## src/design/sensor_link_pkg.sv

```systemverilog
/*
 Shared constants for the swipe sensor frame readout link.
 Assumes a single 200 MHz system clock shared by both ends.
*/
package sensor_link_pkg;
   localparam int unsigned CLK_MHZ = 200;
   localparam int unsigned PIX_CLK_HALF_CYC = 100;
   localparam int unsigned IMAGE_COLS = 280;
   localparam int unsigned FRAME_COLS = IMAGE_COLS + 1;
   localparam int unsigned BYTES_PER_COL = 4;
   localparam int unsigned BYTES_PER_FRAME = FRAME_COLS * BYTES_PER_COL;
   localparam int unsigned FILL_PULSES = 4;
   localparam int unsigned SETTLE_FRAMES = 200;
   localparam int unsigned RESET_HIGH_CYC = 20;
   localparam int unsigned QUIET_NS = 100;
   localparam int unsigned QUIET_CYC = (QUIET_NS * CLK_MHZ + 999) / 1000;
   localparam logic [3:0] SYNC_ODD = 4'he;
   localparam logic [3:0] SYNC_EVEN = 4'h0;
   localparam logic [8:0] COL_W0 = 9'h000;
   localparam logic [1:0] PAIR_W0 = 2'h0;
endpackage

```

## src/design/sensor_link_if.sv

```systemverilog
/*
 Link between sensor readout and its host controller.
 Assumes the testbench resolves the data wire from data_oe.
*/
`timescale 1ns/1ps
interface sensor_link_if;
   logic pix_clk;
   logic sensor_rst;
   logic out_en_n;
   logic [3:0] odd_pixel_nibble;
   logic [3:0] even_pixel_nibble;
   logic data_oe;
   logic [3:0] analog_odd_video;
   logic [3:0] analog_even_video;
   modport sensor (input pix_clk, input sensor_rst, input out_en_n, output odd_pixel_nibble,
      output even_pixel_nibble, output data_oe, output analog_odd_video, output analog_even_video);
   modport host (output pix_clk, output sensor_rst, output out_en_n, input odd_pixel_nibble,
      input even_pixel_nibble, input data_oe, input analog_odd_video, input analog_even_video);
endinterface

```

## src/design/swipe_host_end.sv

```systemverilog
/*
 Host end: generates pixel clock, reset pulse and enable, buffers bytes.
 Assumes sensor data is read on this same clock after a two-flop sync.
*/
`timescale 1ns/1ps
module swipe_host_end
   import sensor_link_pkg::*;
#(
   parameter int unsigned SETTLE_FRAMES_P = SETTLE_FRAMES,
   parameter int unsigned FRAME_BYTES_P = BYTES_PER_FRAME
)(
   input wire logic clock_i,
   input wire logic rst_n_i,
   sensor_link_if.host link,
   input wire logic start_i,
   output logic [7:0] byte_o,
   output logic byte_valid_o,
   input wire logic byte_ready_i,
   output logic frame_start_o,
   output logic busy_o
);
   typedef enum logic [2:0] {
      S_IDLE = 3'b000, S_RST = 3'b001, S_FILL = 3'b010, S_SKIP = 3'b011, S_READ = 3'b100
   } state_t;
   state_t state_r;
   logic [7:0] div_r;
   logic pclk_r;
   logic [10:0] byte_cnt_r;
   logic [7:0] frame_cnt_r;
   logic [3:0] odd_s0_r, odd_s1_r, even_s0_r, even_s1_r;
   logic [7:0] buf_r [2];
   logic [1:0] cnt_r;
   logic wp_r, rp_r;
   logic read_on_r;
   logic fall_now, rise_now, push, pop, buf_ready;

   assign buf_ready = cnt_r != 2'h2;
   assign fall_now = pclk_r && div_r == 8'(PIX_CLK_HALF_CYC - 1) && buf_ready;
   assign rise_now = !pclk_r && div_r == 8'(PIX_CLK_HALF_CYC - 1);
   assign push = state_r == S_READ && read_on_r && pclk_r && div_r == 8'(QUIET_CYC);

   // First kept byte follows the first fall counted in S_READ
   always_ff @(posedge clock_i)
   begin
      if (!rst_n_i || state_r != S_READ)
         read_on_r <= 1'b0;
      else if (fall_now)
         read_on_r <= 1'b1;
   end
   assign pop = byte_valid_o && byte_ready_i;

   // Clock divider stalls high while buffer full
   always_ff @(posedge clock_i)
   begin
      if (!rst_n_i || state_r == S_IDLE || state_r == S_RST)
      begin
         div_r <= 8'h0;
         pclk_r <= 1'b1;
      end
      else if (fall_now || rise_now)
      begin
         div_r <= 8'h0;
         pclk_r <= ~pclk_r;
      end
      else if (div_r != 8'(PIX_CLK_HALF_CYC - 1))
         div_r <= 8'(div_r + 8'h1);
   end

   always_ff @(posedge clock_i)
   begin
      if (!rst_n_i)
      begin
         state_r <= S_IDLE;
         byte_cnt_r <= 11'h0;
         frame_cnt_r <= 8'h0;
      end
      else
      begin
         case (state_r)
            S_IDLE:
               if (start_i)
               begin
                  state_r <= S_RST;
                  byte_cnt_r <= 11'h0;
                  frame_cnt_r <= 8'h0;
               end
            S_RST:
            begin
               byte_cnt_r <= 11'(byte_cnt_r + 11'h1);
               if (byte_cnt_r == 11'(RESET_HIGH_CYC))
               begin
                  state_r <= S_FILL;
                  byte_cnt_r <= 11'h0;
               end
            end
            S_FILL, S_SKIP, S_READ:
               if (fall_now)
               begin
                  byte_cnt_r <= 11'(byte_cnt_r + 11'h1);
                  if (state_r == S_FILL && byte_cnt_r == 11'(FILL_PULSES - 1))
                  begin
                     state_r <= S_SKIP;
                     byte_cnt_r <= 11'h0;
                  end
                  else if (state_r != S_FILL && byte_cnt_r == 11'(FRAME_BYTES_P - 1))
                  begin
                     byte_cnt_r <= 11'h0;
                     if (state_r == S_SKIP)
                     begin
                        frame_cnt_r <= 8'(frame_cnt_r + 8'h1);
                        if (frame_cnt_r == 8'(SETTLE_FRAMES_P))
                           state_r <= S_READ;
                     end
                  end
               end
            default:
               state_r <= S_IDLE;
         endcase
      end
   end

   // Pins: reset only during S_RST, enable steady low from FILL on
   always_ff @(posedge clock_i)
   begin
      if (!rst_n_i)
      begin
         link.sensor_rst <= 1'b0;
         link.out_en_n <= 1'b1;
         link.pix_clk <= 1'b1;
         busy_o <= 1'b0;
      end
      else
      begin
         link.sensor_rst <= state_r == S_RST;
         if (!pclk_r && div_r < 8'(QUIET_CYC))
            link.out_en_n <= link.out_en_n;
         else
            link.out_en_n <= state_r == S_IDLE || state_r == S_RST;
         link.pix_clk <= pclk_r;
         busy_o <= state_r != S_IDLE;
      end
   end

   always_ff @(posedge clock_i)
   begin
      if (!rst_n_i)
      begin
         odd_s0_r <= 4'h0;
         odd_s1_r <= 4'h0;
         even_s0_r <= 4'h0;
         even_s1_r <= 4'h0;
      end
      else
      begin
         odd_s0_r <= link.odd_pixel_nibble;
         odd_s1_r <= odd_s0_r;
         even_s0_r <= link.even_pixel_nibble;
         even_s1_r <= even_s0_r;
      end
   end

   // Two-entry buffer
   always_ff @(posedge clock_i)
   begin
      if (!rst_n_i)
      begin
         cnt_r <= 2'h0;
         wp_r <= 1'b0;
         rp_r <= 1'b0;
      end
      else
      begin
         if (push && buf_ready)
         begin
            buf_r[wp_r] <= {odd_s1_r, even_s1_r};
            wp_r <= ~wp_r;
         end
         if (pop)
            rp_r <= ~rp_r;
         cnt_r <= 2'(cnt_r + {1'b0, push && buf_ready} - {1'b0, pop});
      end
   end

   always_ff @(posedge clock_i)
   begin
      if (!rst_n_i)
      begin
         byte_o <= 8'h0;
         byte_valid_o <= 1'b0;
         frame_start_o <= 1'b0;
      end
      else
      begin
         byte_valid_o <= (cnt_r - {1'b0, pop}) != 2'h0 || (push && buf_ready);
         byte_o <= (cnt_r - {1'b0, pop}) != 2'h0 ? buf_r[pop ? ~rp_r : rp_r] : {odd_s1_r, even_s1_r};
         frame_start_o <= push && byte_cnt_r == 11'h1;
      end
   end
endmodule

```

## src/flat_wrapper.sv

```systemverilog
// flat-port wrapper written by rule: the top's interface ports become plain ports
module swipe_host_end_flat import sensor_link_pkg::*;
#(
   parameter int unsigned SETTLE_FRAMES_P = SETTLE_FRAMES,
   parameter int unsigned FRAME_BYTES_P = BYTES_PER_FRAME
)
  (clock_i, rst_n_i, start_i, byte_o, byte_valid_o, byte_ready_i, frame_start_o, busy_o, link_pix_clk, link_sensor_rst, link_out_en_n, link_odd_pixel_nibble, link_even_pixel_nibble, link_data_oe, link_analog_odd_video, link_analog_even_video);
  sensor_link_if link_i ();
  input wire logic clock_i;
  input wire logic rst_n_i;
  input wire logic start_i;
  output logic [7:0] byte_o;
  output logic byte_valid_o;
  input wire logic byte_ready_i;
  output logic frame_start_o;
  output logic busy_o;
  output wire logic [$bits(link_i.pix_clk)-1:0] link_pix_clk;
  output wire logic [$bits(link_i.sensor_rst)-1:0] link_sensor_rst;
  output wire logic [$bits(link_i.out_en_n)-1:0] link_out_en_n;
  input wire logic [$bits(link_i.odd_pixel_nibble)-1:0] link_odd_pixel_nibble;
  input wire logic [$bits(link_i.even_pixel_nibble)-1:0] link_even_pixel_nibble;
  input wire logic [$bits(link_i.data_oe)-1:0] link_data_oe;
  input wire logic [$bits(link_i.analog_odd_video)-1:0] link_analog_odd_video;
  input wire logic [$bits(link_i.analog_even_video)-1:0] link_analog_even_video;
  assign link_pix_clk = link_i.pix_clk;
  assign link_sensor_rst = link_i.sensor_rst;
  assign link_out_en_n = link_i.out_en_n;
  assign link_i.odd_pixel_nibble = link_odd_pixel_nibble;
  assign link_i.even_pixel_nibble = link_even_pixel_nibble;
  assign link_i.data_oe = link_data_oe;
  assign link_i.analog_odd_video = link_analog_odd_video;
  assign link_i.analog_even_video = link_analog_even_video;
  swipe_host_end #(.SETTLE_FRAMES_P(SETTLE_FRAMES_P), .FRAME_BYTES_P(FRAME_BYTES_P)) u_core (.clock_i(clock_i), .rst_n_i(rst_n_i), .link(link_i), .start_i(start_i), .byte_o(byte_o), .byte_valid_o(byte_valid_o), .byte_ready_i(byte_ready_i), .frame_start_o(frame_start_o), .busy_o(busy_o));
endmodule
```

## config.mk

```make
export PLATFORM = sky130hd
export DESIGN_NAME = swipe_host_end_flat
export DESIGN_NICKNAME = d
export VERILOG_FILES = /design/src/design/sensor_link_pkg.sv /design/src/design/sensor_link_if.sv /design/src/design/swipe_host_end.sv /design/src/flat_wrapper.sv
export SDC_FILE = /design/constraint.sdc
export NUM_CORES = 1
export LEC_CHECK = 0
export ABC_AREA = 1
export BUFFER_PORTS_ARGS = -buffer_cell sky130_fd_sc_hd__buf_2
export CORE_MARGIN = 2
export CORE_UTILIZATION = 40
export CTS_BUF_LIST = sky130_fd_sc_hd__clkbuf_4
export DETAILED_ROUTE_END_ITERATION = 16
export PLACE_DENSITY_LB_ADDON = 0.2
export SYNTH_ARGS = -nofsm -noshare
export SYNTH_HDL_FRONTEND = slang
export SYNTH_SLANG_ARGS = --single-unit
```

## constraint.sdc

```tcl
create_clock -name clock_i -period 5.5 [get_ports clock_i]
set_clock_uncertainty 0.1 [all_clocks]
set_input_delay 0.825 -clock clock_i [delete_from_list [all_inputs] [get_ports clock_i]]
set_output_delay 0.825 -clock clock_i [all_outputs]
set_load 0.01 [all_outputs]
```

==> out/qor.yml <==
ctsHoldBuffers: 0
synth_top_area_share_pct: 35.3
first_pass_iters: 4
worst-endpoint-arrival_ns: 2.97
postCtsResizedCells: 0
clk_pin_slew_ns: 0.13
mostFrequentLayoutCells: "nand2_1 (98), inv_1 (79), dfxtp_1 (66)"
layout_commonest_cell: "nand2_1"
critPathKind: "input port to register"
worstHoldPathType: "register to register"
diodes: 0
ir_worst_vdd_mv: 0.145
io_buffers: 25
yosysSeqAreaShare_pct: 48.2
status: "complete, no violations"
netlist_instances: 474
final_nets: 532
multi_input_area_sq_um: 1580
postCtsSetupRepairBufs: 0
rsz0062_at_grt: "false"
powerDensity_nw_per_um2: 353
coreArea_sq_um: 9150
syn-num-nets: 505
root_buffer: "clkbuf_4"
cts_sinks: 82
dieArea_sq_um: 10100
rows: 35
pin_count: 35
cp_max_fo: 38
fmax_mhz: 370
fin_util_pct: 44.5
clock_path_buffers: 2
hold_violations: 0
p_leak_uw: 0.00190
h-tree-depth: 3
dieHeight_microns: 101
setup_ws_ns: 2.79
relSlewSlack_pct: 52.2
cts_tree: "yes"
vias: 2842
period_needed_ns: 2.71
ys_warn_count: 0
first_iter_violations: 110
timing.setup.tns_ns: 0
clock_latency_ns: 0.41
grt_pass1_vias: 2686
drc: 0
ys_ff_latch: 82
area.growth.synth_to_final_pct: 9.00
finalWeightedCongestion: 0.864
reg2regPathDepth: 8
synthMuxAreaShare_pct: 2.14
post-dp-hpwl_microns: 4870
start_util_pct: 40.9
cp.required_ns: 5.76
antenna_found_initial: 0
drt-total-wl_microns: 6830
wl_per_cell_microns: 11.1
fin_crit_sh_pct: 49.2
synthSimpleGateAreaFrac_pct: 26.0
synth_top_cell_by_area: "dfxtp_1"
drive_above_1_share_pct: 13.0
avgSynthCellArea_sq_um: 7.89
ant_nets: 0
setup_violations: 0
maxCapViolations: 0
grt_max_degree: 39
synth-xor-area-share_pct: 2.31
grt_pass1_wl_microns: 12000
cts_made_buffers: 9
die_x_microns: 101
fill_cells: 932
max_slew.worst_pin.slew_ns: 0.714
drt-vias-per-instance: 4.61
cp-end-kind: "register"
hold_path_depth: 2
overflow: 0
dp_slack_ns: 2.31
regArea_sq_um: 1800
synth_top_family_by_area: "simple AND/OR/NAND/NOR gates"
yosysUniqueCellTypes: 36
cp-start-kind: "input port"
track_usage_pct: 14.8
synthTopCellsByArea: "dfxtp_1 (35%), edfxtp_1 (13%), nand2_1 (9.8%)"
synth_area_sq_um: 3740
fin_total_pwr_uw: 1440
synth_compound_area_share_pct: 8.40
synthAdderAreaFrac_pct: 3.35
finalMaxSlewViolations: 0
[sequential cells by signal, indices dropped and copies added, names as in the netlist, 8 cells and up]
register	count
u_core.frame_cnt_r	8
u_core.byte_cnt_r	11
u_core.byte_o	8
u_core.buf_r	16
u_core.div_r	8
[path summary, 6_finish.rpt]
kind	startpoint	to	slack, ns
max	rst_n_i	u_core.div_r[5]	2.79
min	u_core.even_s0_r[1]	u_core.even_s1_r[1]	0.33
max reg2reg	u_core.div_r[0]	u_core.buf_r[0][7]	3.11
min reg2reg	u_core.even_s0_r[1]	u_core.even_s1_r[1]	0.33
[layer usage]
layer,wire (microns),track usage [%],part of all wire [%],up-vias
li1,-,-,-,1550
met3,230,3.68,3.4,4
met5,0,0,0,-
met2,3050,23.0,45,36
met4,57,4.64,0.83,0
met1,3490,20.3,51,1252
[synth_stat cells, drive strengths merged]
cell type	n
nand2	104
inv	82
dfxtp	66
nor2	64
nand3	31
a21oi	24
o21ai	24
edfxtp	16
ha	10
nor3	10
mux2i	8
nand4	7
buf	6
xor2	6
clkbuf	3
xnor2	3
a211oi	2
nor3b	2
o21a	2
and3	1
nor4	1
o211ai	1
o22ai	1
[worst max-delay path, cell delays in order]
cell,delay (ns)
buf_2,0.50
inv_1,0.46
a21oi_1,0.30
inv_1,0.10
a211oi_1,0.50
o21ai_0,0.18
inv_1,0.07
[metrics by stage]
step,std cells,cell area (sq um),hold WS [ns]
CTS,617,4080,0.328
global route,617,4080,0.348
detailed placement,601,3950,0.300
floorplan,474,3740,0.290
finish,617,4080,0.325
global placement,601,3950,0.303
[cell families after synthesis]
family	count (synthesis)
AND/OR/NAND/NOR	220
AO/OA/AOI/OAI	54
XOR/XNOR	9
buffers and inverters	91
flip-flops	82
multiplexers	8
adder cells (fa/ha/maj)	10
[cell type report]
type | count | area share (%)
Clock buffer | 10 | 1.84
Clock inverter | 6 | 1.20
Inverter | 82 | 7.55
Multi-Input combinational cell | 301 | 38.7
Sequential cell | 82 | 44.2
Tap cell | 111 | 3.41
Timing Repair Buffer | 25 | 3.07
[where the power goes]
group	internal, uW	switching, uW
Clock	104	213
Sequential	663	41.4
Combinational	126	290
Total	894	544
Note: power is estimated with default switching activity, not from simulation.
